[src/hw/popc_map.vh]
`ifndef POPC_MAP_VH
`define POPC_MAP_VH

// Register indices; byte address is four times the index
`define POPC_IDX_SYSTEM_CONTROL      6'h03
`define POPC_IDX_SYSTEM_FAULT_STATUS 6'h0C
`define POPC_IDX_POWER_OUTPUT        6'h04
`define POPC_IDX_INTERRUPT_FLAG      6'h05

// Decoded register selects
`define POPC_SEL_NONE 3'h0
`define POPC_SEL_CTL  3'h1
`define POPC_SEL_STAT 3'h2
`define POPC_SEL_POUT 3'h3
`define POPC_SEL_IFR  3'h4

// system_control fields
`define POPC_CTL_PSE      7
`define POPC_CTL_SLEW_HI  6
`define POPC_CTL_SLEW_LO  5
`define POPC_CTL_STOP     0

// system_fault_status fields
`define POPC_ST_HALL_OC   7
`define POPC_ST_LIN_CL    6
`define POPC_ST_SUP_OC    5
`define POPC_ST_LAMP_OC   4
`define POPC_ST_UV        3
`define POPC_ST_OV        2
`define POPC_ST_BRIDGE_OC 1
`define POPC_ST_OT        0

// power_output fields
`define POPC_PO_HT_RESET_EN 7
`define POPC_PO_SUPPLY_ON   1
`define POPC_PO_LAMP_ON     0

// Reset values
`define POPC_RST_BYTE 8'h00

// Synchronised input positions
`define POPC_IN_UV      0
`define POPC_IN_OV      1
`define POPC_IN_OT_WARN 2
`define POPC_IN_OT_LIM  3
`define POPC_IN_LAMP_OC 4
`define POPC_IN_SUP_OC  5
`define POPC_IN_HALL_OC 6
`define POPC_IN_BR_OC   7
`define POPC_IN_LIN_CL  8
`define POPC_IN_CHOP    9
`define POPC_IN_COUNT   10

// AXI responses
`define POPC_RESP_OKAY   2'h0
`define POPC_RESP_SLVERR 2'h2

`endif

[src/hw/popc_ctrl.v]
`include "popc_map.vh"

// Function
// Voltage flags disable lamp switch output
// Write one or reset clears voltage flags
// Overtemp warning flag; limit resets, kills outputs (code resets and cuts only while power_output bit 7 is set)
// Lamp overcurrent cuts output, sets flag
// Chop clock rising edge re-enables lamp
// Lamp overcurrent flag write-one-to-clear
// Software times lamp flag to spot faults
// Supply output needs stage enable and bit
// Voltage flags never touch supply output
// Supply thermal cut only with reset enabled
// Supply overcurrent cuts output, W1C flag
// Stage enable bit seven gates power outputs
// Two-bit LIN slew select encoding
// Stop request write-only, cleared by interrupt
// Hall overcurrent flag, write-one-to-clear
// LIN current limit status read-only
// Status voltage/temp bits mirror interrupt flags
// Bridge overcurrent flag, write-one-to-clear
// Lamp needs stage enable and its bit
// Outside supplies chop clock, 0.1-20 kHz
// Synchronise fault inputs and chop clock
module popc_ctrl #(
  parameter ADDR_W = 8
) (
  input  wire              aclk,                 // System clock, 20 MHz
  input  wire              aresetn,              // Synchronous reset, active low
  input  wire [ADDR_W-1:0] s_axi_awaddr,         // Write address
  input  wire              s_axi_awvalid,        // Write address valid
  output reg               s_axi_awready,        // Write address ready
  input  wire [31:0]       s_axi_wdata,          // Write data
  input  wire [3:0]        s_axi_wstrb,          // Write byte enables
  input  wire              s_axi_wvalid,         // Write data valid
  output reg               s_axi_wready,         // Write data ready
  output reg  [1:0]        s_axi_bresp,          // Write response
  output reg               s_axi_bvalid,         // Write response valid
  input  wire              s_axi_bready,         // Write response ready
  input  wire [ADDR_W-1:0] s_axi_araddr,         // Read address
  input  wire              s_axi_arvalid,        // Read address valid
  output reg               s_axi_arready,        // Read address ready
  output reg  [31:0]       s_axi_rdata,          // Read data
  output reg  [1:0]        s_axi_rresp,          // Read response
  output reg               s_axi_rvalid,         // Read data valid
  input  wire              s_axi_rready,         // Read data ready
  input  wire              undervolt_indication, // Low-voltage comparator pin
  input  wire              overvolt_indication,  // High-voltage comparator pin
  input  wire              overtemp_warn_in,     // Overtemperature prewarning pin
  input  wire              overtemp_limit_in,    // Overtemperature limit pin
  input  wire              lamp_oc_in,           // Lamp switch overcurrent pin
  input  wire              supply_oc_in,         // Switched supply overcurrent pin
  input  wire              hall_oc_in,           // Hall input overcurrent pin
  input  wire              bridge_oc_in,         // H-bridge overcurrent pin
  input  wire              lin_cl_in,            // LIN transmitter current limit pin
  input  wire              chop_clock_in,        // Chopping clock pin
  input  wire              cpu_irq,              // CPU interrupt request, same clock
  output reg               lamp_switch_out,      // Lamp high-side switch on
  output reg               switched_supply_out,  // Switched supply output on
  output reg               bridge_enable,        // Half-bridge drivers allowed
  output reg               hall_supply_enable,   // Hall input supply allowed
  output reg               lin_tx_enable,        // LIN transmitter allowed
  output reg               analog_src_enable,    // Analog input current sources allowed
  output reg  [1:0]        lin_slew_sel,         // LIN slew rate select
  output reg               stop_request,         // Enter STOP mode
  output reg               thermal_reset         // Overtemperature system reset
);

  // Address decode, shared by read and write paths
  function [2:0] reg_sel;
    input [ADDR_W-1:0] addr;
    begin
      reg_sel = `POPC_SEL_NONE;
      if (addr[1:0] == 2'h0) begin
        case (addr[7:2])
          `POPC_IDX_SYSTEM_CONTROL:      reg_sel = `POPC_SEL_CTL;
          `POPC_IDX_SYSTEM_FAULT_STATUS: reg_sel = `POPC_SEL_STAT;
          `POPC_IDX_POWER_OUTPUT:        reg_sel = `POPC_SEL_POUT;
          `POPC_IDX_INTERRUPT_FLAG:      reg_sel = `POPC_SEL_IFR;
          default:                       reg_sel = `POPC_SEL_NONE;
        endcase
      end
    end
  endfunction

  // Pin synchronisers: three stages, a change counts once stages two and three agree
  reg  [`POPC_IN_COUNT-1:0] sync1;
  reg  [`POPC_IN_COUNT-1:0] sync2;
  reg  [`POPC_IN_COUNT-1:0] sync3;
  reg  [`POPC_IN_COUNT-1:0] filt;
  wire [`POPC_IN_COUNT-1:0] pins = {chop_clock_in, lin_cl_in, bridge_oc_in, hall_oc_in,
                                    supply_oc_in, lamp_oc_in, overtemp_limit_in,
                                    overtemp_warn_in, overvolt_indication, undervolt_indication};
  genvar gi;
  generate
    for (gi = 0; gi < `POPC_IN_COUNT; gi = gi + 1) begin : g_sync
      always @(posedge aclk) begin
        if (!aresetn) begin
          sync1[gi] <= 1'b0;
          sync2[gi] <= 1'b0;
          sync3[gi] <= 1'b0;
          filt[gi]  <= 1'b0;
        end else begin
          sync1[gi] <= pins[gi];
          sync2[gi] <= sync1[gi];
          sync3[gi] <= sync2[gi];
          if (sync2[gi] == sync3[gi]) begin
            filt[gi] <= sync3[gi];
          end
        end
      end
    end
  endgenerate
  reg  chop_prev;
  wire chop_rise = filt[`POPC_IN_CHOP] & ~chop_prev;
  // Write channel holding
  reg              aw_full;
  reg              w_full;
  reg [ADDR_W-1:0] aw_addr;
  reg [31:0]       w_data;
  reg [3:0]        w_strb;
  wire             wr_do   = aw_full & w_full & ~s_axi_bvalid;
  wire [2:0]       wr_sel  = reg_sel(aw_addr);
  wire [7:0]       wd      = w_data[7:0];
  wire             wr_lane = wr_do & w_strb[0];
  wire wr_ctl  = wr_lane & (wr_sel == `POPC_SEL_CTL);
  wire wr_stat = wr_lane & (wr_sel == `POPC_SEL_STAT);
  wire wr_pout = wr_lane & (wr_sel == `POPC_SEL_POUT);
  wire wr_ifr  = wr_lane & (wr_sel == `POPC_SEL_IFR);
  // Software-written state
  reg       power_stage_enable;
  reg       lin_slew_sel_hi;
  reg       lin_slew_sel_lo;
  reg       lamp_switch_on;
  reg       switched_supply_on;
  reg       ht_reset_enable;
  // Sticky flags
  reg       undervolt_flag;
  reg       overvolt_flag;
  reg       overtemp_flag;
  reg       lamp_switch_overcurrent_flag;
  reg       switched_supply_overcurrent_flag;
  reg       hall_pin_overcurrent_flag;
  reg       bridge_overcurrent_flag;
  reg       lamp_cut;
  wire      voltage_fault = undervolt_flag | overvolt_flag;
  wire      thermal_kill  = ht_reset_enable & filt[`POPC_IN_OT_LIM];

  always @(posedge aclk) begin
    if (!aresetn) begin
      power_stage_enable <= 1'b0;
      lin_slew_sel_hi    <= 1'b0;
      lin_slew_sel_lo    <= 1'b0;
      lamp_switch_on     <= 1'b0;
      switched_supply_on <= 1'b0;
      ht_reset_enable    <= 1'b0;
      stop_request       <= 1'b0;
    end else begin
      if (wr_ctl) begin
        power_stage_enable <= wd[`POPC_CTL_PSE];
        lin_slew_sel_hi    <= wd[`POPC_CTL_SLEW_HI];
        lin_slew_sel_lo    <= wd[`POPC_CTL_SLEW_LO];
      end
      if (wr_pout) begin
        lamp_switch_on     <= wd[`POPC_PO_LAMP_ON];
        switched_supply_on <= wd[`POPC_PO_SUPPLY_ON];
        ht_reset_enable    <= wd[`POPC_PO_HT_RESET_EN];
      end
      // A request written with an interrupt in the same cycle still goes through
      if (wr_ctl && wd[`POPC_CTL_STOP]) begin
        stop_request <= 1'b1;
      end else if (cpu_irq) begin
        stop_request <= 1'b0;
      end
    end
  end

  // Flags: hardware set wins over a write-one clear in the same cycle
  always @(posedge aclk) begin
    if (!aresetn) begin
      undervolt_flag                   <= 1'b0;
      overvolt_flag                    <= 1'b0;
      overtemp_flag                    <= 1'b0;
      lamp_switch_overcurrent_flag     <= 1'b0;
      switched_supply_overcurrent_flag <= 1'b0;
      hall_pin_overcurrent_flag        <= 1'b0;
      bridge_overcurrent_flag          <= 1'b0;
      lamp_cut                         <= 1'b0;
      chop_prev                        <= 1'b0;
    end else begin
      chop_prev <= filt[`POPC_IN_CHOP];
      // Clearing is futile while the condition persists
      if (filt[`POPC_IN_UV]) begin
        undervolt_flag <= 1'b1;
      end else if (wr_ifr && wd[`POPC_ST_UV]) begin
        undervolt_flag <= 1'b0;
      end
      if (filt[`POPC_IN_OV]) begin
        overvolt_flag <= 1'b1;
      end else if (wr_ifr && wd[`POPC_ST_OV]) begin
        overvolt_flag <= 1'b0;
      end
      if (filt[`POPC_IN_OT_WARN]) begin
        overtemp_flag <= 1'b1;
      end else if (wr_ifr && wd[`POPC_ST_OT]) begin
        overtemp_flag <= 1'b0;
      end
      if (filt[`POPC_IN_LAMP_OC]) begin
        lamp_switch_overcurrent_flag <= 1'b1;
      end else if (wr_stat && wd[`POPC_ST_LAMP_OC]) begin
        lamp_switch_overcurrent_flag <= 1'b0;
      end
      if (filt[`POPC_IN_SUP_OC]) begin
        switched_supply_overcurrent_flag <= 1'b1;
      end else if (wr_stat && wd[`POPC_ST_SUP_OC]) begin
        switched_supply_overcurrent_flag <= 1'b0;
      end
      if (filt[`POPC_IN_HALL_OC]) begin
        hall_pin_overcurrent_flag <= 1'b1;
      end else if (wr_stat && wd[`POPC_ST_HALL_OC]) begin
        hall_pin_overcurrent_flag <= 1'b0;
      end
      if (filt[`POPC_IN_BR_OC]) begin
        bridge_overcurrent_flag <= 1'b1;
      end else if (wr_stat && wd[`POPC_ST_BRIDGE_OC]) begin
        bridge_overcurrent_flag <= 1'b0;
      end
      // Cut is separate from the flag so chopping can retry while the flag stays up
      if (filt[`POPC_IN_LAMP_OC]) begin
        lamp_cut <= 1'b1;
      end else if (chop_rise) begin
        lamp_cut <= 1'b0;
      end else if (wr_stat && wd[`POPC_ST_LAMP_OC]) begin
        lamp_cut <= 1'b0;
      end
    end
  end

  // Output drivers, all registered
  always @(posedge aclk) begin
    if (!aresetn) begin
      lamp_switch_out     <= 1'b0;
      switched_supply_out <= 1'b0;
      bridge_enable       <= 1'b0;
      hall_supply_enable  <= 1'b0;
      lin_tx_enable       <= 1'b0;
      analog_src_enable   <= 1'b0;
      lin_slew_sel        <= 2'h0;
      thermal_reset       <= 1'b0;
    end else begin
      lamp_switch_out     <= power_stage_enable & lamp_switch_on & ~voltage_fault
                             & ~lamp_cut & ~thermal_kill;
      // Voltage flags deliberately absent here
      switched_supply_out <= power_stage_enable & switched_supply_on
                             & ~switched_supply_overcurrent_flag
                             & ~thermal_kill;
      bridge_enable       <= power_stage_enable & ~voltage_fault
                             & ~bridge_overcurrent_flag & ~thermal_kill;
      hall_supply_enable  <= ~hall_pin_overcurrent_flag;
      lin_tx_enable       <= power_stage_enable & ~thermal_kill;
      analog_src_enable   <= power_stage_enable & ~thermal_kill;
      lin_slew_sel        <= {lin_slew_sel_hi, lin_slew_sel_lo};
      thermal_reset       <= thermal_kill;
    end
  end
  // Read data assembly
  reg [7:0] rd_byte;
  always @* begin
    rd_byte = `POPC_RST_BYTE;
    case (reg_sel(s_axi_araddr))
      `POPC_SEL_CTL: begin
        rd_byte[`POPC_CTL_PSE]     = power_stage_enable;
        rd_byte[`POPC_CTL_SLEW_HI] = lin_slew_sel_hi;
        rd_byte[`POPC_CTL_SLEW_LO] = lin_slew_sel_lo;
      end
      `POPC_SEL_STAT: begin
        rd_byte[`POPC_ST_HALL_OC]   = hall_pin_overcurrent_flag;
        rd_byte[`POPC_ST_LIN_CL]    = filt[`POPC_IN_LIN_CL];
        rd_byte[`POPC_ST_SUP_OC]    = switched_supply_overcurrent_flag;
        rd_byte[`POPC_ST_LAMP_OC]   = lamp_switch_overcurrent_flag;
        rd_byte[`POPC_ST_UV]        = undervolt_flag;
        rd_byte[`POPC_ST_OV]        = overvolt_flag;
        rd_byte[`POPC_ST_BRIDGE_OC] = bridge_overcurrent_flag;
        rd_byte[`POPC_ST_OT]        = overtemp_flag;
      end
      `POPC_SEL_POUT: begin
        rd_byte[`POPC_PO_HT_RESET_EN] = ht_reset_enable;
        rd_byte[`POPC_PO_SUPPLY_ON]   = switched_supply_on;
        rd_byte[`POPC_PO_LAMP_ON]     = lamp_switch_on;
      end
      `POPC_SEL_IFR: begin
        rd_byte[`POPC_ST_UV] = undervolt_flag;
        rd_byte[`POPC_ST_OV] = overvolt_flag;
        rd_byte[`POPC_ST_OT] = overtemp_flag;
      end
      default: rd_byte = `POPC_RST_BYTE;
    endcase
  end

  // AXI4-Lite write path: address and data taken in either order, one at a time
  always @(posedge aclk) begin
    if (!aresetn) begin
      s_axi_awready <= 1'b0;
      s_axi_wready  <= 1'b0;
      s_axi_bvalid  <= 1'b0;
      s_axi_bresp   <= `POPC_RESP_OKAY;
      aw_full       <= 1'b0;
      w_full        <= 1'b0;
      aw_addr       <= {ADDR_W{1'b0}};
      w_data        <= 32'h00000000;
      w_strb        <= 4'h0;
    end else begin
      if (!aw_full && !s_axi_awready && !s_axi_bvalid) begin
        s_axi_awready <= 1'b1;
      end
      if (!w_full && !s_axi_wready && !s_axi_bvalid) begin
        s_axi_wready <= 1'b1;
      end
      if (s_axi_awvalid && s_axi_awready) begin
        aw_addr       <= s_axi_awaddr;
        aw_full       <= 1'b1;
        s_axi_awready <= 1'b0;
      end
      if (s_axi_wvalid && s_axi_wready) begin
        w_data       <= s_axi_wdata;
        w_strb       <= s_axi_wstrb;
        w_full       <= 1'b1;
        s_axi_wready <= 1'b0;
      end
      if (wr_do) begin
        aw_full      <= 1'b0;
        w_full       <= 1'b0;
        s_axi_bvalid <= 1'b1;
        s_axi_bresp  <= (wr_sel == `POPC_SEL_NONE) ? `POPC_RESP_SLVERR : `POPC_RESP_OKAY;
      end
      if (s_axi_bvalid && s_axi_bready) begin
        s_axi_bvalid <= 1'b0;
      end
    end
  end

  // AXI4-Lite read path: one cycle from address to data
  always @(posedge aclk) begin
    if (!aresetn) begin
      s_axi_arready <= 1'b0;
      s_axi_rvalid  <= 1'b0;
      s_axi_rdata   <= 32'h00000000;
      s_axi_rresp   <= `POPC_RESP_OKAY;
    end else begin
      if (!s_axi_arready && !s_axi_rvalid) begin
        s_axi_arready <= 1'b1;
      end
      if (s_axi_arvalid && s_axi_arready) begin
        s_axi_arready <= 1'b0;
        s_axi_rvalid  <= 1'b1;
        s_axi_rdata   <= {24'h000000, rd_byte};
        s_axi_rresp   <= (reg_sel(s_axi_araddr) == `POPC_SEL_NONE) ?
                         `POPC_RESP_SLVERR : `POPC_RESP_OKAY;
      end
      if (s_axi_rvalid && s_axi_rready) begin
        s_axi_rvalid <= 1'b0;
      end
    end
  end

endmodule // popc_ctrl

[config.mk]
export PLATFORM = sky130hd
export DESIGN_NAME = popc_ctrl
export DESIGN_NICKNAME = d
export VERILOG_FILES = /design/src/hw/popc_ctrl.v
export VERILOG_INCLUDE_DIRS = /design/src /design/src/hw
export SDC_FILE = /design/constraint.sdc
export NUM_CORES = 1
export LEC_CHECK = 0
export ABC_CLOCK_PERIOD_IN_PS = 1960
export CAP_MARGIN = 10
export CORE_MARGIN = 2
export CORE_UTILIZATION = 40
export DETAILED_ROUTE_END_ITERATION = 16
export DONT_BUFFER_PORTS = 1
export PLACE_DENSITY = 0.57
export SETUP_SLACK_MARGIN = 0.5
export SLEW_MARGIN = 30
export SYNTH_ARGS = -nofsm -noshare
export SYNTH_HDL_FRONTEND = slang
export SYNTH_SLANG_ARGS = --single-unit
export TNS_END_PERCENT = 1
[constraint.sdc]
create_clock -name aclk -period 1.96 [get_ports aclk]
set_input_delay 0.49 -clock aclk [delete_from_list [all_inputs] [get_ports aclk]]
set_output_delay 0.49 -clock aclk [all_outputs]
set_load 0.01 [all_outputs]
## Word-level counts from Yosys, hierarchy flattened

Index checks and enable logic that the tools add are counted.

| cells by class | value |
|---|---|
| reduce and logical (&&, ||, !) cells | 45 |
| bitwise gates (word level) | 30 |
| eq/ne operators | 26 |
| multiplexer cells | 32 |

Operator list:

| kind | number |
|---|---|
| equality test 6 x 3 -> 1 bit (second input constant) | 4 |
| case mux 3 bit (4 select lines) | 2 |
| bitwise AND 1 bit | 20 |
| two-way mux 1 bit | 19 |
| logical AND 1 bit | 18 |
| nonzero test 2 bit | 8 |
| OR reduction 2 bit | 7 |
| equality test 3 x 2 -> 1 bit (second input constant) | 4 |
| equality test 6 x 2 -> 1 bit (second input constant) | 2 |
| equality test 6 x 4 -> 1 bit (second input constant) | 2 |
| two-way mux 3 bit | 4 |
| equality test 1 bit | 10 |
| inverter 1 bit | 9 |
| logical NOT 1 bit | 7 |
| equality test 3 x 1 -> 1 bit (second input constant) | 2 |
| equality test 3 bit (second input constant) | 2 |
| logical NOT 3 bit | 2 |
| two-way mux 2 bit | 3 |
| logical NOT 2 bit | 2 |
| case mux 1 bit (2 select lines) | 2 |
| case mux 2 bit (2 select lines) | 1 |
| case mux 1 bit (3 select lines) | 1 |
| nonzero test 3 bit | 1 |
| bitwise OR 1 bit | 1 |

| storage, ports and cells | value |
|---|---|
| output and inout bits | 51 |
| bits in registers | 100 |

## Logic depth before layout (Yosys ltp)

| logic depth | value |
|---|---|
| word-level depth | 9 |
| mapped depth | 6 |
| mapped depth without buffers | 4 |

## Worst setup path after synthesis

No wires, ideal clock.

| path | value |
|---|---|
| path kind | input port to flip-flop |
| from | in s_axi_araddr[7] |
| to | reg s_axi_rdata[4] |
| required time | 1890 ps |
| slack | 278 ps |
| library setup time | 70 ps |
| data arrival time | 1612 ps |
| stages | 4 |
| cell sequence | or4_4 -> nor4_4 -> nand3_1 -> a21boi_1 |

| on the way | value |
|---|---|
| word-level cells in the longest chain between the ends | 5 |
| elaborated cells between the ends (all ways) | 8 |

Ends and longest elaborated chain:

| element | RTL line | text |
|---|---|---|
| from (decl) | popc_ctrl.v:40 | `input wire [ADDR_W-1:0] s_axi_araddr,` |
| equality test 6 x 3 -> 1 bit (tied with other cells) | popc_ctrl.v:75 | `case (addr[7:2])` |
| case mux 3 bit (4 select lines) (*) | popc_ctrl.v:75 |  |
| two-way mux 3 bit (*) | popc_ctrl.v:74 | `if (addr[1:0] == 2'h0) begin` |
| equality test 3 x 2 -> 1 bit (*) | popc_ctrl.v:270 | `case (reg_sel(s_axi_araddr))` |
| two-way mux 1 bit (*) | popc_ctrl.v:270 |  |
| to (signal assigned) | popc_ctrl.v:356 | `s_axi_rdata <= {24'h000000, rd_byte};` |
| to (decl) | popc_ctrl.v:43 | `output reg [31:0] s_axi_rdata,` |

Mark *: on every way between the ends. The rest lies on a longest branch, timed or not.
A chain may end at the register's enable or synchronous reset.

## Worst setup path after layout

| path | value |
|---|---|
| from | reg aw_addr[6] |
| to | reg lamp_switch_on |

| on the way | value |
|---|---|
| word-level cells in the longest chain between the ends | 5 |
| elaborated cells between the ends (all ways) | 8 |

Ends and longest elaborated chain:

| element | RTL line | text |
|---|---|---|
| from (decl) | popc_ctrl.v:119 | `reg [ADDR_W-1:0] aw_addr;` |
| from (signal assigned) | popc_ctrl.v:309 | `aw_addr <= {ADDR_W{1'b0}};` |
| from (signal assigned) | popc_ctrl.v:320 | `aw_addr <= s_axi_awaddr;` |
| equality test 6 x 3 -> 1 bit (tied with other cells) | popc_ctrl.v:75 |  |
| case mux 3 bit (4 select lines) (*) | popc_ctrl.v:75 |  |
| two-way mux 3 bit (*) | popc_ctrl.v:74 |  |
| equality test 3 x 2 -> 1 bit (no source line) (*) | - |  |
| bitwise AND 1 bit (*) | popc_ctrl.v:128 | `` wire wr_pout = wr_lane & (wr_sel == `POPC_SEL_POUT); `` |
| to (signal assigned) | popc_ctrl.v:165 | `` lamp_switch_on <= wd[`POPC_PO_LAMP_ON]; `` |
| to (decl) | popc_ctrl.v:134 | `reg lamp_switch_on;` |

Marks and branches as above.

==> metrics.md <==
| Metric | Value |
|---|---|
| Syn Area/Cell | between 9 and 10 um2 |
| First-pass GRT wire length | between 10 and 15 mm |
| Dominant synthesized flop cell | dfxtp_1 |
| Net Sw Power | 866 uW |
| Critical path's largest stage delay | about 0.34 ns |
| Outcome | complete, no violations |
| Highest Clock Rate | roughly 0.68 GHz |
| Post-DP HPWL | about 4.7 mm |
| Largest cells by area after synthesis | dfxtp_1, and2_1, a21boi_0 |
| Ports | between 100 and 150 |
| RSZ-0062 raised after global routing | true |
| R2R setup slack | 0.48 ns |
| Hold Path End | s_axi_bvalid$_SDFFE_PP0P_ |
| Clk network pwr share | 36.4% |
| Max cap viols | 0 |
| Final Setup Violations | 0 |
| Max VDD drop | ~0.34 mV |
| Reg2reg end | lamp_switch_on$_SDFFE_PN0P_ |
| Critical-path cell list | nor4_4, buf_4, and4b_2, mux2i_1, nor2b_1 |
| Number of global-route vias before repair | around 2,300 |
| Pwr dens | just over 900 mW/mm2 |
| WL/cell | 13.9 um |
| EDFF count, synth | 0 |
| Worst-case clock buffer depth | 2 |
| Final wirelength | around 7 mm |
| Maximum net fanout on the critical path | 3 |
| Worst r2r src | aw_addr[6]$_SDFFE_PN0P_ |
| Fin Setup TNS | 0 ns |
| Drt pass-1 iters | 4 |
| Clock skew | between 0.006 and 0.007 ns |
| Required time of the critical path | 2.22 ns |
| CTS tree | yes |
| R2R cell count | 5 |
| Worst-path clk slew | roughly 0.1 ns |
| Die width | ~100 um |
| Antenna violations before repair | 0 |
| Crit path max-delay family | simple AND/OR/NAND/NOR gates |
| Worst hold-check path type | input port to flip-flop |
| Share of the synthesized area in the top cell type | between 50% and 60% |
| Die area | 0.0100 mm2 |
| Die Height | around 100 um |
| CTS Hold Buffers Added | 0 |
| CP Buf/Inv Count | 1 |
| Yosys reg bits | a little under 100 |
| Layout cells sized above 1 | approximately 10% |
| Yosys top cell by area | dfxtp_1 |
| Core Rows | 35 |
| Vias | between 2,000 and 2,500 |
| # placed instances | a little under 500 |
| ANT cells | 0 |
| Buffers on Ports | 0 |
| DRT iter0 DRCs | 62 |
| Crit start category | flip-flop |
| Gpl congestion | between 0.7 and 0.8 |
| Htree depth | 3 |
| Leak | 1.43 nW |
| CTS Buf Count | 9 |
| Core Footprint | ~0.009 mm2 |
| Filler cells | a little over 900 |
| WP data arrival | around 1.7 ns |
| Post-synth ARST share | 0% |
| Fin crit period | 1.48 ns |
| Nets | ~460 |
| Grt total ovfl | 0 |
| Switch share | 24.0% |
| Largest net degree at the start of global routing | 99 |
| Post-route setup slack | ~0.48 ns |
| Register area share after synthesis | a little over half |
| Max stage delay cell, worst path | dfxtp_2 |
| Most frequent cell after synthesis | dfxtp_1 |
| Final Cycle Share | between 70% and 80% |
| Post-route ant nets | 0 |
| Vias per cell | about 4.9 |
| Final cell count without fillers | 502 |
| YS warnings | 0 |
| Synth cell count leaders | dfxtp_1, nand2_1, and2_1 |
| Clk root buf | clkbuf_8 |
| Post-Synthesis Cells | slightly below 400 |
| Worst setup EP type | flip-flop |
| Hold path start | aresetn |
| Distinct cells, synth | 39 |
| Crit Path Class | flip-flop to flip-flop |
| Area grow syn2layout | 7.29% |
| Flop pwr share | between 50% and 60% |
| Fin area | 0.00396 mm2 |
| GRT Resource Usage Total | between 10 and 15% |
| Placed Area | about 0.0037 mm2 |
| Worst-Skew Late Latency | 0.36 ns |
| Int Power | 2.74 mW |
| Hold-critical path depth | 1 |
| Power share of the combinational group | 5.0% |
| DRC violations left | 0 |
| DP Worst Slack | 0.146 ns |
| Final Hold Fails | 0 |
| Initial cell density of the core | roughly two fifths |
| Cell Area, Synth | between 0.003 and 0.004 mm2 |
| # clock sinks | between 90 and 100 |
| Count of pins over their slew limit | 0 |
kinds of logic (layout without fill, tap and decap cells):
kind of cell / Yosys count / after routing / share of synthesized area, %
compound gates: 85 / 85 / 14.8
xor+xnor: 1 / 1 / 0.237
buf+inv: 56 / 34 / 8.51
flops: 98 / 98 / 53.2
mux: 4 / 4 / 1.09
other cells: 1 / 26 / 0.102
simple gates: 143 / 143 / 22.1
state kept, by name, summed over array words and instances, names as in the netlist, 2 cells and up:
signal,flops
s_axi_rdata,8
w_data,8
aw_addr,8
sync1,10
sync3,10
filt,10
lin_slew_sel,2
sync2,10
repair_timing:
action,in CTS,in global routing
setup buffers,3,0
gates resized for setup,9,8
pin swaps,4,1
endpoints found under the setup margin,15,19
cells in the final DEF, fill, tap and decap left out, types with 7 or more instances in the layout:
cell type	count
clkbuf_8	9
o21ai_0	29
and2_1	38
conb_1	26
inv_1	12
a21boi_0	29
nor2b_1	7
dfxtp_1	93
nand2_1	55
nand3_1	12
per-layer routing:
| metal | part of all wire [%] | routed length, um | global-route usage [%] |
|---|---|---|---|
| met1 | 47 | 3280 | 19.1 |
| met2 | 44 | 3060 | 22.3 |
| met3 | 6.8 | 473 | 4.46 |
| met4 | 2.1 | 143 | 7.38 |
| met5 | 0 | 0 | 0 |
worst max path at each step:
stage,start,endpoint,slack [ns],depth (start not counted)
after floorplan,s_axi_araddr[7],s_axi_rdata[4]$_SDFFE_PN0P_,0.28,4
after global placement,s_axi_araddr[7],s_axi_rdata[4]$_SDFFE_PN0P_,0.17,4
after detailed placement,s_axi_araddr[7],s_axi_rdata[4]$_SDFFE_PN0P_,0.15,4
after CTS,aw_addr[7]$_SDFFE_PN0P_,lamp_switch_on$_SDFFE_PN0P_,0.45,5
after global routing,aw_addr[6]$_SDFFE_PN0P_,switched_supply_overcurrent_flag$_SDFFE_PN0P_,0.39,4
final,aw_addr[6]$_SDFFE_PN0P_,lamp_switch_on$_SDFFE_PN0P_,0.48,5
stage by stage:
stage                     utilization [%]  power [mW]  hold WS, ns
after floorplan                         -        2.34        0.408
after global placement               40.4        2.32        0.417
after detailed placement             40.4        2.32        0.418
after CTS                            43.3        3.66        0.217
after global routing                 43.5        3.79        0.228
final                                43.5        3.61        0.239
area by class of cell:
cell class	instances	area (um2)	share of cell area (%)
clock inverters	7	77.6	1.96
flip-flops and latches	98	1970	49.7
well taps	111	139	3.51
multi-input cells	259	1550	39.2
inverters	12	45.0	1.14
clock buffers	9	124	3.13
repair buffers	6	52.6	1.33
power by group through the flow:
stage                     Sequential [mW]  Clock [mW]  Combinational (mW)
final                                2.11        1.31               0.179
after global routing                 2.13        1.46               0.206
after floorplan                      2.14           0               0.199
after global placement               2.15           0               0.162
after detailed placement             2.16           0               0.167
after CTS                            2.11        1.37               0.177
Power figures use the tool's default switching activity.
